[src/logic/led_pair_pkg.sv]
// Constants, register map and state types shared by the LED pair current controller.
package led_pair_pkg;

   // ==========================================================================
   // Serial bus identity and register map
   localparam logic [6:0] BUS_ADDRESS       = 7'h66;
   localparam logic [1:0] PAIR_A_OFFSET     = 2'h0;
   localparam logic [1:0] PAIR_B_OFFSET     = 2'h1;
   localparam logic [1:0] PAIR_C_OFFSET     = 2'h2;
   localparam logic [1:0] ON_OFF_OFFSET     = 2'h3;
   localparam logic [5:0] REG_RESET         = 6'h00;

   // ==========================================================================
   // Field positions
   localparam int CODE_MSB                  = 5;
   localparam int CH_A_FIRST_BIT            = 0;
   localparam int CH_A_SECOND_BIT           = 1;
   localparam int CH_B_FIRST_BIT            = 2;
   localparam int CH_B_SECOND_BIT           = 3;
   localparam int CH_C_FIRST_BIT            = 4;
   localparam int CH_C_SECOND_BIT           = 5;

   // ==========================================================================
   // Timing
   localparam int CLOCK_PERIOD_NS           = 8;
   localparam int MODE_DELAY_US             = 400;
   localparam int MODE_DELAY_CYCLES         = (MODE_DELAY_US * 1000) / CLOCK_PERIOD_NS;

   // ==========================================================================
   // State types
   typedef enum logic [1:0] {
      MODE_1X   = 2'b00,
      MODE_WAIT = 2'b01,
      MODE_1P5  = 2'b10
   } pump_mode_t;

   typedef enum logic [2:0] {
      ST_IDLE    = 3'b000,
      ST_DEVADDR = 3'b001,
      ST_REGADDR = 3'b010,
      ST_WDATA   = 3'b011,
      ST_ACK     = 3'b100,
      ST_RDATA   = 3'b101,
      ST_RACK    = 3'b110
   } bus_state_t;

endpackage

[src/logic/serial_register_port.sv]
// Two-wire serial target that turns bus transfers into register writes and reads.
`timescale 1ns/1ps

module serial_register_port (
   // Clock and reset
   input  wire logic       clock,
   input  wire logic       rst,
   input  wire logic       clear,
   // Bus pins
   input  wire logic       scl,
   input  wire logic       sda,
   output logic            sda_oe_n,
   // Register side
   input  wire logic [7:0] rd_data,
   output logic [1:0]      reg_index,
   output logic            wr_stb,
   output logic [1:0]      wr_addr,
   output logic [7:0]      wr_data
);

   logic                    scl_q;
   logic                    sda_q;
   logic [7:0]              shift;
   logic [3:0]              cnt;
   led_pair_pkg::bus_state_t state;
   led_pair_pkg::bus_state_t after;

   wire start_seen = scl & scl_q & sda_q & ~sda;
   wire stop_seen  = scl & scl_q & ~sda_q & sda;
   wire scl_rise   = scl & ~scl_q;
   wire scl_fall   = ~scl & scl_q;

   always_ff @(posedge clock or posedge rst) begin
      if (rst) begin
         scl_q <= 1'b1;
         sda_q <= 1'b1;
      end else begin
         scl_q <= scl;
         sda_q <= sda;
      end
   end

   // ==========================================================================
   // Transfer sequencer
   // Our own data only changes while the clock is low, so it never looks like a start or stop.
   always_ff @(posedge clock or posedge rst) begin
      if (rst) begin
         state     <= led_pair_pkg::ST_IDLE;
         after     <= led_pair_pkg::ST_IDLE;
         shift     <= 8'h00;
         cnt       <= 4'h0;
         sda_oe_n  <= 1'b1;
         reg_index <= 2'h0;
         wr_stb    <= 1'b0;
         wr_addr   <= 2'h0;
         wr_data   <= 8'h00;
      end else begin
         wr_stb <= 1'b0;
         if (clear || stop_seen) begin
            state    <= led_pair_pkg::ST_IDLE;
            sda_oe_n <= 1'b1;
         end else if (start_seen) begin
            state    <= led_pair_pkg::ST_DEVADDR;
            cnt      <= 4'h0;
            sda_oe_n <= 1'b1;
         end else begin
            unique case (state)
               led_pair_pkg::ST_IDLE: begin
               end
               led_pair_pkg::ST_DEVADDR, led_pair_pkg::ST_REGADDR, led_pair_pkg::ST_WDATA: begin
                  if (scl_rise) begin
                     shift <= {shift[6:0], sda};
                     cnt   <= cnt + 4'h1;
                  end else if (scl_fall && cnt == 4'h8) begin
                     state    <= led_pair_pkg::ST_ACK;
                     sda_oe_n <= 1'b0;
                     if (state == led_pair_pkg::ST_DEVADDR) begin
                        if (shift[7:1] == led_pair_pkg::BUS_ADDRESS) begin
                           after <= shift[0] ? led_pair_pkg::ST_RDATA : led_pair_pkg::ST_REGADDR;
                        end else begin
                           state    <= led_pair_pkg::ST_IDLE;
                           sda_oe_n <= 1'b1;
                        end
                     end else if (state == led_pair_pkg::ST_REGADDR) begin
                        reg_index <= shift[1:0];
                        after     <= led_pair_pkg::ST_WDATA;
                     end else begin
                        wr_stb    <= 1'b1;
                        wr_addr   <= reg_index;
                        wr_data   <= shift;
                        reg_index <= reg_index + 2'h1;
                        after     <= led_pair_pkg::ST_WDATA;
                     end
                  end
               end
               led_pair_pkg::ST_ACK: begin
                  if (scl_fall) begin
                     state <= after;
                     cnt   <= 4'h0;
                     if (after == led_pair_pkg::ST_RDATA) begin
                        shift    <= rd_data;
                        sda_oe_n <= rd_data[7];
                     end else begin
                        sda_oe_n <= 1'b1;
                     end
                  end
               end
               led_pair_pkg::ST_RDATA: begin
                  if (scl_rise) begin
                     cnt <= cnt + 4'h1;
                  end else if (scl_fall) begin
                     if (cnt == 4'h8) begin
                        state    <= led_pair_pkg::ST_RACK;
                        sda_oe_n <= 1'b1;
                     end else begin
                        shift    <= {shift[6:0], 1'b0};
                        sda_oe_n <= shift[6];
                     end
                  end
               end
               led_pair_pkg::ST_RACK: begin
                  if (scl_rise) begin
                     if (sda) begin
                        state <= led_pair_pkg::ST_IDLE;
                     end else begin
                        state     <= led_pair_pkg::ST_ACK;
                        after     <= led_pair_pkg::ST_RDATA;
                        reg_index <= reg_index + 2'h1;
                     end
                  end
               end
               default: begin
                  state <= led_pair_pkg::ST_IDLE;
               end
            endcase
         end
      end
   end
endmodule

[src/logic/led_pair_current_control.sv]
// Control logic of the six-channel LED driver: registers, channel gating and pump mode choice.
`timescale 1ns/1ps

// How it works
// - Undervoltage forces every channel off whatever the registers hold.
// - On enable rising every channel starts at zero current.
// - Enable low holds shutdown with every cathode output high impedance.
// - Pump starts in 1x and stays there while regulation holds.
// - Lost regulation moves the pump to 1.5x after 400 microseconds.
// - Mode choice restarts at reset, on leaving shutdown and on on/off writes.
// - Four 8-bit registers are writable and readable over the serial bus.
// - Addresses 0, 1, 2 hold pair A, B, C current codes; bits 7:6 unused.
// - Address 3 holds one on bit per channel, A1 at bit 0 to C2 at bit 5.
// - Code n gives (n+1) times 0.5 mA, 0.5 to 32 mA.
// - Only bus address 1100110 is answered.
// - A read is address write, repeated start, then bytes from successive registers until the host refuses one.
module led_pair_current_control #(
   parameter int unsigned MODE_DELAY_CYCLES = led_pair_pkg::MODE_DELAY_CYCLES
) (
   // Clock and reset
   input  wire logic       CLOCK,
   input  wire logic       RST,
   // Analogue status and enable
   input  wire logic       ENABLE,
   input  wire logic       UNDERVOLTAGE,
   input  wire logic       REGULATION_OK,
   // Serial bus
   input  wire logic       SCL,
   input  wire logic       SDA_IN,
   output logic            SDA_OUT,
   output logic            SDA_OE_N,
   // Channel drive, current in 0.5 mA steps, zero when off
   output logic [6:0]      CHANNEL_A_FIRST,
   output logic [6:0]      CHANNEL_A_SECOND,
   output logic [6:0]      CHANNEL_B_FIRST,
   output logic [6:0]      CHANNEL_B_SECOND,
   output logic [6:0]      CHANNEL_C_FIRST,
   output logic [6:0]      CHANNEL_C_SECOND,
   output logic [5:0]      SINK_ON,
   output logic            CATHODE_HIZ,
   // Charge pump
   output logic            PUMP_HALF
);

   logic [5:0]               regs [4];
   logic [1:0]               reg_index;
   logic                     wr_stb;
   logic [1:0]               wr_addr;
   logic [7:0]               wr_data;
   logic [16:0]              wait_cnt;
   led_pair_pkg::pump_mode_t mode;

   wire [5:0] pair_a     = regs[led_pair_pkg::PAIR_A_OFFSET];
   wire [5:0] pair_b     = regs[led_pair_pkg::PAIR_B_OFFSET];
   wire [5:0] pair_c     = regs[led_pair_pkg::PAIR_C_OFFSET];
   wire [5:0] on_off     = regs[led_pair_pkg::ON_OFF_OFFSET];
   wire       drive_ok   = ENABLE && !UNDERVOLTAGE;
   wire       on_off_wr  = ENABLE && wr_stb && wr_addr == led_pair_pkg::ON_OFF_OFFSET;
   wire       restart    = !ENABLE || on_off_wr;
   wire [16:0] wait_last = 17'(MODE_DELAY_CYCLES - 1);

   // Current level of one channel in half-milliamp units, zero when not driven.
   function automatic logic [6:0] level(input logic [5:0] code, input logic on);
      level = on ? ({1'b0, code} + 7'h01) : 7'h00;
   endfunction

   // ==========================================================================
   // Bus target
   // The target is held idle in shutdown so that a half-finished transfer cannot land later.
   serial_register_port port (
      .clock     (CLOCK),
      .rst       (RST),
      .clear     (!ENABLE),
      .scl       (SCL),
      .sda       (SDA_IN),
      .sda_oe_n  (SDA_OE_N),
      .rd_data   ({2'b00, regs[reg_index]}),
      .reg_index (reg_index),
      .wr_stb    (wr_stb),
      .wr_addr   (wr_addr),
      .wr_data   (wr_data)
   );

   always_ff @(posedge CLOCK or posedge RST) begin
      if (RST) begin
         SDA_OUT <= 1'b0;
      end else begin
         SDA_OUT <= 1'b0;
      end
   end

   // ==========================================================================
   // Register file
   // Only the six used bits are kept; the upper two always read back as zero.
   always_ff @(posedge CLOCK or posedge RST) begin
      if (RST) begin
         for (int i = 0; i < 4; i++) begin
            regs[i] <= led_pair_pkg::REG_RESET;
         end
      end else if (!ENABLE) begin
         for (int i = 0; i < 4; i++) begin
            regs[i] <= led_pair_pkg::REG_RESET;
         end
      end else if (wr_stb) begin
         regs[wr_addr] <= wr_data[led_pair_pkg::CODE_MSB:0];
      end
   end

   // ==========================================================================
   // Pump mode choice
   // The 1.5x mode is sticky until a restart event, matching a pump that never steps back alone.
   always_ff @(posedge CLOCK or posedge RST) begin
      if (RST) begin
         mode     <= led_pair_pkg::MODE_1X;
         wait_cnt <= 17'h00000;
      end else if (restart) begin
         mode     <= led_pair_pkg::MODE_1X;
         wait_cnt <= 17'h00000;
      end else begin
         unique case (mode)
            led_pair_pkg::MODE_1X: begin
               wait_cnt <= 17'h00000;
               if (!REGULATION_OK) begin
                  mode <= led_pair_pkg::MODE_WAIT;
               end
            end
            led_pair_pkg::MODE_WAIT: begin
               if (REGULATION_OK) begin
                  mode <= led_pair_pkg::MODE_1X;
               end else if (wait_cnt == wait_last) begin
                  mode <= led_pair_pkg::MODE_1P5;
               end else begin
                  wait_cnt <= wait_cnt + 17'h00001;
               end
            end
            led_pair_pkg::MODE_1P5: begin
            end
            default: begin
               mode <= led_pair_pkg::MODE_1X;
            end
         endcase
      end
   end

   // ==========================================================================
   // Output stage
   // Outputs are registered, so channel changes lag their cause by one clock.
   always_ff @(posedge CLOCK or posedge RST) begin
      if (RST) begin
         SINK_ON          <= 6'h00;
         CATHODE_HIZ      <= 1'b1;
         PUMP_HALF        <= 1'b0;
         CHANNEL_A_FIRST  <= 7'h00;
         CHANNEL_A_SECOND <= 7'h00;
         CHANNEL_B_FIRST  <= 7'h00;
         CHANNEL_B_SECOND <= 7'h00;
         CHANNEL_C_FIRST  <= 7'h00;
         CHANNEL_C_SECOND <= 7'h00;
      end else begin
         SINK_ON          <= drive_ok ? on_off : 6'h00;
         CATHODE_HIZ      <= !ENABLE;
         PUMP_HALF        <= mode == led_pair_pkg::MODE_1P5;
         CHANNEL_A_FIRST  <= level(pair_a, drive_ok && on_off[led_pair_pkg::CH_A_FIRST_BIT]);
         CHANNEL_A_SECOND <= level(pair_a, drive_ok && on_off[led_pair_pkg::CH_A_SECOND_BIT]);
         CHANNEL_B_FIRST  <= level(pair_b, drive_ok && on_off[led_pair_pkg::CH_B_FIRST_BIT]);
         CHANNEL_B_SECOND <= level(pair_b, drive_ok && on_off[led_pair_pkg::CH_B_SECOND_BIT]);
         CHANNEL_C_FIRST  <= level(pair_c, drive_ok && on_off[led_pair_pkg::CH_C_FIRST_BIT]);
         CHANNEL_C_SECOND <= level(pair_c, drive_ok && on_off[led_pair_pkg::CH_C_SECOND_BIT]);
      end
   end
endmodule

[config.mk]
export PLATFORM = sky130hd
export DESIGN_NAME = led_pair_current_control
export DESIGN_NICKNAME = d
export VERILOG_FILES = /design/src/logic/led_pair_pkg.sv /design/src/logic/serial_register_port.sv /design/src/logic/led_pair_current_control.sv
export SDC_FILE = /design/constraint.sdc
export NUM_CORES = 1
export LEC_CHECK = 0
export ABC_CLOCK_PERIOD_IN_PS = 3400
export BUFFER_PORTS_ARGS = -buffer_cell sky130_fd_sc_hd__buf_2
export CAP_MARGIN = 20
export CORE_MARGIN = 1
export CORE_UTILIZATION = 53
export DETAILED_ROUTE_END_ITERATION = 12
export PLACE_DENSITY_LB_ADDON = 0.3
export SYNTH_ARGS = -nofsm -noshare
export SYNTH_HDL_FRONTEND = slang
export SYNTH_SLANG_ARGS = --single-unit
[constraint.sdc]
create_clock -name CLOCK -period 3.4 [get_ports CLOCK]
set_input_delay 0 -clock CLOCK [delete_from_list [all_inputs] [get_ports CLOCK]]
set_output_delay 0 -clock CLOCK [all_outputs]
set_load 0.02 [all_outputs]
; ---- Word level (Yosys, flattened, before mapping)
; Index checks and enable logic that the tools add are counted.
[word_totals]
ramBits = 0
reg_bits = 125
latch_bits = 0
rom_bits = 0
inputBits = 7
elab_cells = 209
mem_count = 0
output_inout_bits = 52
[op_classes]
multipliers = 0
eq_ne = 41
shift = 0
n_div = 0
reduce_logical = 33
n_bitwise = 18
n_addsub = 6
mux = 82
order_cmp = 3
[op_table]
columns = cell, count
row1 = 3-bit two-way mux, 19
row2 = 17-bit two-way mux, 3
row3 = 24-bit two-way mux, 2
row4 = 8-bit two-way mux, 6
row5 = 7-bit two-way mux, 6
row6 = 17-bit case mux with 2 select lines, 1
row7 = 24-bit bitwise mux, 1
row8 = 6-bit two-way mux, 4
row9 = 8-bit case mux with 3 select lines, 1
row10 = 8-bit AND reduction, 3
row11 = 6-bit by 1-bit adder with 7-bit output (second input constant), 3
row12 = 2-bit two-way mux, 10
row13 = 4-bit by 1-bit inequality test with 1-bit output (second input constant), 5
row14 = 1-bit two-way mux, 18
row15 = 17-bit by 1-bit adder with 17-bit output (second input constant), 1
row16 = 17-bit by 16-bit == test with 1-bit output (second input constant), 1
row17 = 3-bit case mux with 5 select lines, 1
row18 = 2-bit by 1-bit inequality test with 1-bit output (second input constant), 7
row19 = 6-bit binary-select mux with 2-bit select, 1
row20 = 6-bit demux with 2-bit select, 1
row21 = 3-bit == test (second input constant), 4
row22 = 4-bit two-way mux, 3
row23 = 2-bit inequality test (second input constant), 6
row24 = 3-bit inequality test (second input constant), 4
row25 = 36 further kinds, 72

; ---- Longest topological paths before layout
[logic_depth]
ltp_word = 8
ltp_mapped = 7
ltp_nobuf = 6

; ---- By module
; From an unflattened synthesis, not the netlist that was laid out.
[hier_totals]
cells_unflattened = 554
area_unflattened_um2 = 5947.0
[by_module_without_submodules]
columns = mod, cells_each, n_inst, seq_area_each_um2, area_each_um2
row1 = led_pair_current_control, 358, 1, 2328.5, 3945.0
row2 = serial_register_port, 196, 1, 854.6, 2001.9

; ---- Worst setup path after synthesis
; Ideal clock, no wire load.
[synth_timing]
path_kind = flip-flop to flip-flop
start = register port.cnt[0]
end = register port.shift[1]
n_path_buf = 1
setup_ns = 0.125
required_ns = 3.275
stages_incl_launch_ff = 8
period_less_slack_ns = 2.126
arrival_ns = 2.001
setup_slack_ns = 1.274
cell_sequence = dfrtp_1 inv_1 ha_1 and3b_1 buf_6 a211o_1 a221oi_4 mux2_2
[synth_between]
elab_chain_len = 3
[synth_rtl]
columns = item, line
row1 = from (decl), serial_register_port.sv:24  ; logic [3:0] cnt;
row2 = from (signal assigned), serial_register_port.sv:73  ; cnt <= cnt + 4'h1;
row3 = from (signal assigned), serial_register_port.sv:110  ; cnt <= cnt + 4'h1;
row4 = 4-bit == test, serial_register_port.sv:112  ; if (cnt == 4'h8) begin
row5 = 2-bit inequality test (no source line), -
row6 = 9-bit AND reduction (no source line), -
row7 = to (signal assigned), serial_register_port.sv:72  ; shift <= {shift[6:0], sda};
row8 = to (signal assigned), serial_register_port.sv:101  ; shift <= rd_data;
row9 = to (signal assigned), serial_register_port.sv:116  ; shift <= {shift[6:0], 1'b0};
row10 = to (decl), serial_register_port.sv:23  ; logic [7:0] shift;
; Every way passes these cells.
; A chain may end at the register's enable or synchronous reset.

; ---- Worst setup path in the final report
[layout_timing]
start = register port.cnt[0]
end = register port.shift[7]
; Same word-level chain as after synthesis.

==> out/qor.txt <==
vias -> 4,440
Flop pwr share -> 44.2%
placed cell area -> 6250 µm²
post-route ant nets -> 0
RSZ-0062 raised after global routing -> no
first-pass GRT wire length -> 20,400 µm
routability congestion estimate -> 0.911
Detailed Route Iter0 Violations -> 259
Max Slew Vio Count -> 0
Die X -> 107 µm
total routed wirelength -> 12,500 µm
syn avg cell area -> 10.6 µm²
Detailed Place HPWL -> 8610 µm
Pint -> 0.00272 W
simple-gate area share of the yosys netlist -> 21.2%
CP Data Arrival Time -> 2.69 ns
XOR/XNOR Fraction of Synth Area -> 2.09%
total power -> 0.00349 W
Synth Area in Compound Gates -> 9.09%
Async SR Flop Fraction -> 100%
max cap viols -> 0
WL/cell -> 16.3 µm
top_reg_cell synth -> dfrtp_1
Hold Path Class -> input port to async pin
synthesized instance count -> 553
worst ir drop on vdd -> 0.305 mV
Resize count post-CTS -> 0
port bufs -> 57
final setup vio count -> 0
Yosys top cell by area -> dfrtp_1
yosys warns -> 0
CP max FO -> 8
clock share of power -> 52.1%
cts bufs inserted -> 17
Area Overhead vs Synth -> 18.0%
f_max -> 0.437 GHz
CTS clk-pin slew, worst paths -> 0.06 ns
Net Count, Synth -> 566
Data required, critical path -> 3.80 ns
Worst R2R Path Depth -> 6
# clock sinks -> 125
Synth top area share -> 51.6%
Die Footprint -> 11,500 µm²
antenna cells -> 0
RR Startpoint -> port.cnt[0]
Post-synth EDFFs -> 0
synth unique cells -> 60
Max clock buf depth -> 2
Core ar. -> 10,800 µm²
Slew headroom -> 38.6%
Crit Reg-Reg Endpoint -> port.shift[7]
# H-tree levels -> 4
Initial Util -> 54.3%
CP Class -> flip-flop to flip-flop
largest net degree at the start of global routing -> 68
cell area after synthesis -> 5860 µm²
P_leak -> 3.36 nW
Period minus WS final -> 2.29 ns
clock latency on the worst-skew pair -> 0.52 ns
Worst Max-Slew Pin Slew -> 0.919 ns
Critical Path End Type -> flip-flop
mux contribution to synthesized area -> 9.67%
crit path launch -> port.cnt[0]
share of cells above drive strength 1 -> 21.3%
reg-to-reg setup timing slack -> 1.11 ns
drt drc -> 0
number of global-route vias before repair -> 4,148
Die Y -> 107 µm
sequential cell area fraction in the yosys report -> 53.4%
clock root buffer -> clkbuf_8
final period utilization -> 67.3%
placement row count -> 38
Pwr per Cell Area -> 504 nW/µm²
Layout Skew -> 0.00902 ns
Comb pwr share -> 3.7%
CTS tree -> built
Setup TNS -> 0 ns
Startpoint Class -> flip-flop
Total GRT Usage -> 23.3%
Switch Pwr -> 0.000772 W
drt pass-1 iters -> 4
Post-Synth Adder-Cell Area -> 1.28%
initial antenna violation count -> 0
Worst Setup EP -> port.shift[7]
top cells by area, synth -> dfrtp_1, nor2_1, mux2i_1, nand2_1, mux2_2
GR Overflow Total -> 0
vias per cell -> 5.78
Post-CTS Setup Bufs -> 0
#FFs+latches synth -> 125
I/O pin count -> 59
largest family of logic cells by synthesized area -> simple AND/OR/NAND/NOR gates
Final Hold Viols -> 0
sw frac -> 22.1%
Design Area, Final -> 6920 µm²
Layout Nets -> 628
outcome -> finished clean
## flip-flops by register name (all words and copies together), names as in the netlist, 7 cells and up
register	count
CHANNEL_A_FIRST	7
CHANNEL_A_SECOND	7
CHANNEL_C_SECOND	7
wait_cnt	17
CHANNEL_B_FIRST	7
CHANNEL_B_SECOND	7
port.shift	8
CHANNEL_C_FIRST	7
## through the flow
| step | setup WS [ns] | instances | utilization (%) | hold slack (ns) |
|---|---|---|---|---|
| 5_1_grt | 0.935 | 768 | 64.1 | 0.195 |
| 6_report | 1.11 | 768 | 64.1 | 0.178 |
| 4_1_cts | 1.12 | 768 | 64.1 | 0.170 |
| 3_5_place_dp | 1.12 | 729 | 57.9 | 0.169 |
| 2_1_floorplan | 0.0790 | 553 | - | 0.00448 |
| 3_3_place_gp | 1.18 | 729 | 57.9 | 0.168 |
## critical path, cell delays in order (launching register included)
cell and delay [ns]:
dfrtp_1 0.36, inv_1 0.08, ha_1 0.20, and3b_1 0.26, a211o_1 0.36, a221oi_4 0.52, mux2_2 0.39
## cells by family after synthesis
kind of cell    count (synthesis)
fa+ha+maj                       6
other cells                     1
mux                            47
xor+xnor                       14
simple gates                  238
buf+inv                        46
flops                         125
compound gates                 76
## worst min-delay path by stage
stage / startpoint / end
CTS: SCL / port.scl_q
detailed placement: SCL / port.scl_q
floorplan: SCL / port.scl_q
global placement: SCL / port.scl_q
global route: SDA_IN / port.sda_q
finish: RST / SINK_ON[5]
## repair_timing
action	CTS	global route
hold buffers	7	0
endpoints found under the hold margin	79	0
endpoints found under the setup margin	0	0
## routing by layer
layer | up-vias | global-route usage, % | part of all wire (%)
met1 | 2158 | 30.6 | 45
met4 | 0 | 10.9 | 2.4
met3 | 31 | 5.23 | 5.4
met2 | 142 | 36.8 | 48
li1 | 2109 | - | -
met5 | - | 0 | 0
## power groups by stage
stage	combinational [W]	clock, W	sequential, W
after floorplan	0.0000987	0	0.00156
after global placement	0.000122	0	0.00156
after detailed placement	0.000127	0	0.00157
after CTS	0.000134	0.00184	0.00154
after global routing	0.000152	0.00190	0.00154
final	0.000131	0.00182	0.00154
## cell usage in the layout, fill, tap and decap left out, types with 4 or more instances in the layout
| master | Yosys | final |
|---|---|---|
| nor4bb_1 | 4 | 4 |
| mux2i_1 | 24 | 24 |
| nor2b_1 | 5 | 5 |
| buf_2 | 2 | 57 |
| inv_1 | 22 | 21 |
| xnor2_1 | 4 | 4 |
| or4_1 | 6 | 6 |
| a31oi_1 | 12 | 12 |
| clkbuf_16 | 0 | 16 |
| xor2_1 | 10 | 10 |
| mux2_2 | 17 | 17 |
| nand2_1 | 53 | 53 |
| dfstp_2 | 4 | 4 |
| nand2b_1 | 10 | 10 |
| o31ai_1 | 5 | 5 |
| nor4_1 | 9 | 9 |
| a21oi_1 | 18 | 18 |
| nor3b_1 | 4 | 4 |
| dlygate4sd3_1 | 0 | 7 |
| and3b_1 | 4 | 4 |
| o211ai_1 | 5 | 5 |
| nand4_1 | 8 | 8 |
| and3_1 | 13 | 13 |
| ha_1 | 6 | 6 |
| clkinv_4 | 0 | 4 |
| o21a_1 | 4 | 4 |
| nor2_1 | 66 | 66 |
| o21ai_0 | 8 | 8 |
| nand3_1 | 30 | 30 |
| dfrtp_1 | 121 | 121 |
| mux4_2 | 6 | 6 |
## Yosys cell counts, types with 4 or more instances
library cell and n:
nand2b_1 10, clkbuf_1 16, nand4_1 8, mux2i_1 24, nor2_1 66, o31ai_1 5, nor4bb_1 4, ha_1 6
o21a_1 4, nor4_1 9, xnor2_1 4, nand3_1 30, and3_1 13, mux2_2 17, dfrtp_1 121, o21ai_0 8
inv_1 22, and3b_1 4, xor2_1 10, a31oi_1 12, dfstp_2 4, nor3b_1 4, a21oi_1 18, nor2b_1 5
mux4_2 6, o211ai_1 5, buf_1 4, or4_1 6, nand2_1 53
## area by class of cell
class / count / area (µm²)
clock inverters: 13 / 164
well taps: 140 / 175
clock buffers: 19 / 442
flip-flops and latches: 125 / 3130
multi-input cells: 382 / 2540
repair buffers: 67 / 378
fillers: 818 / 3870
inverters: 22 / 85.1
No activity file was read; power rests on OpenSTA's default activity.
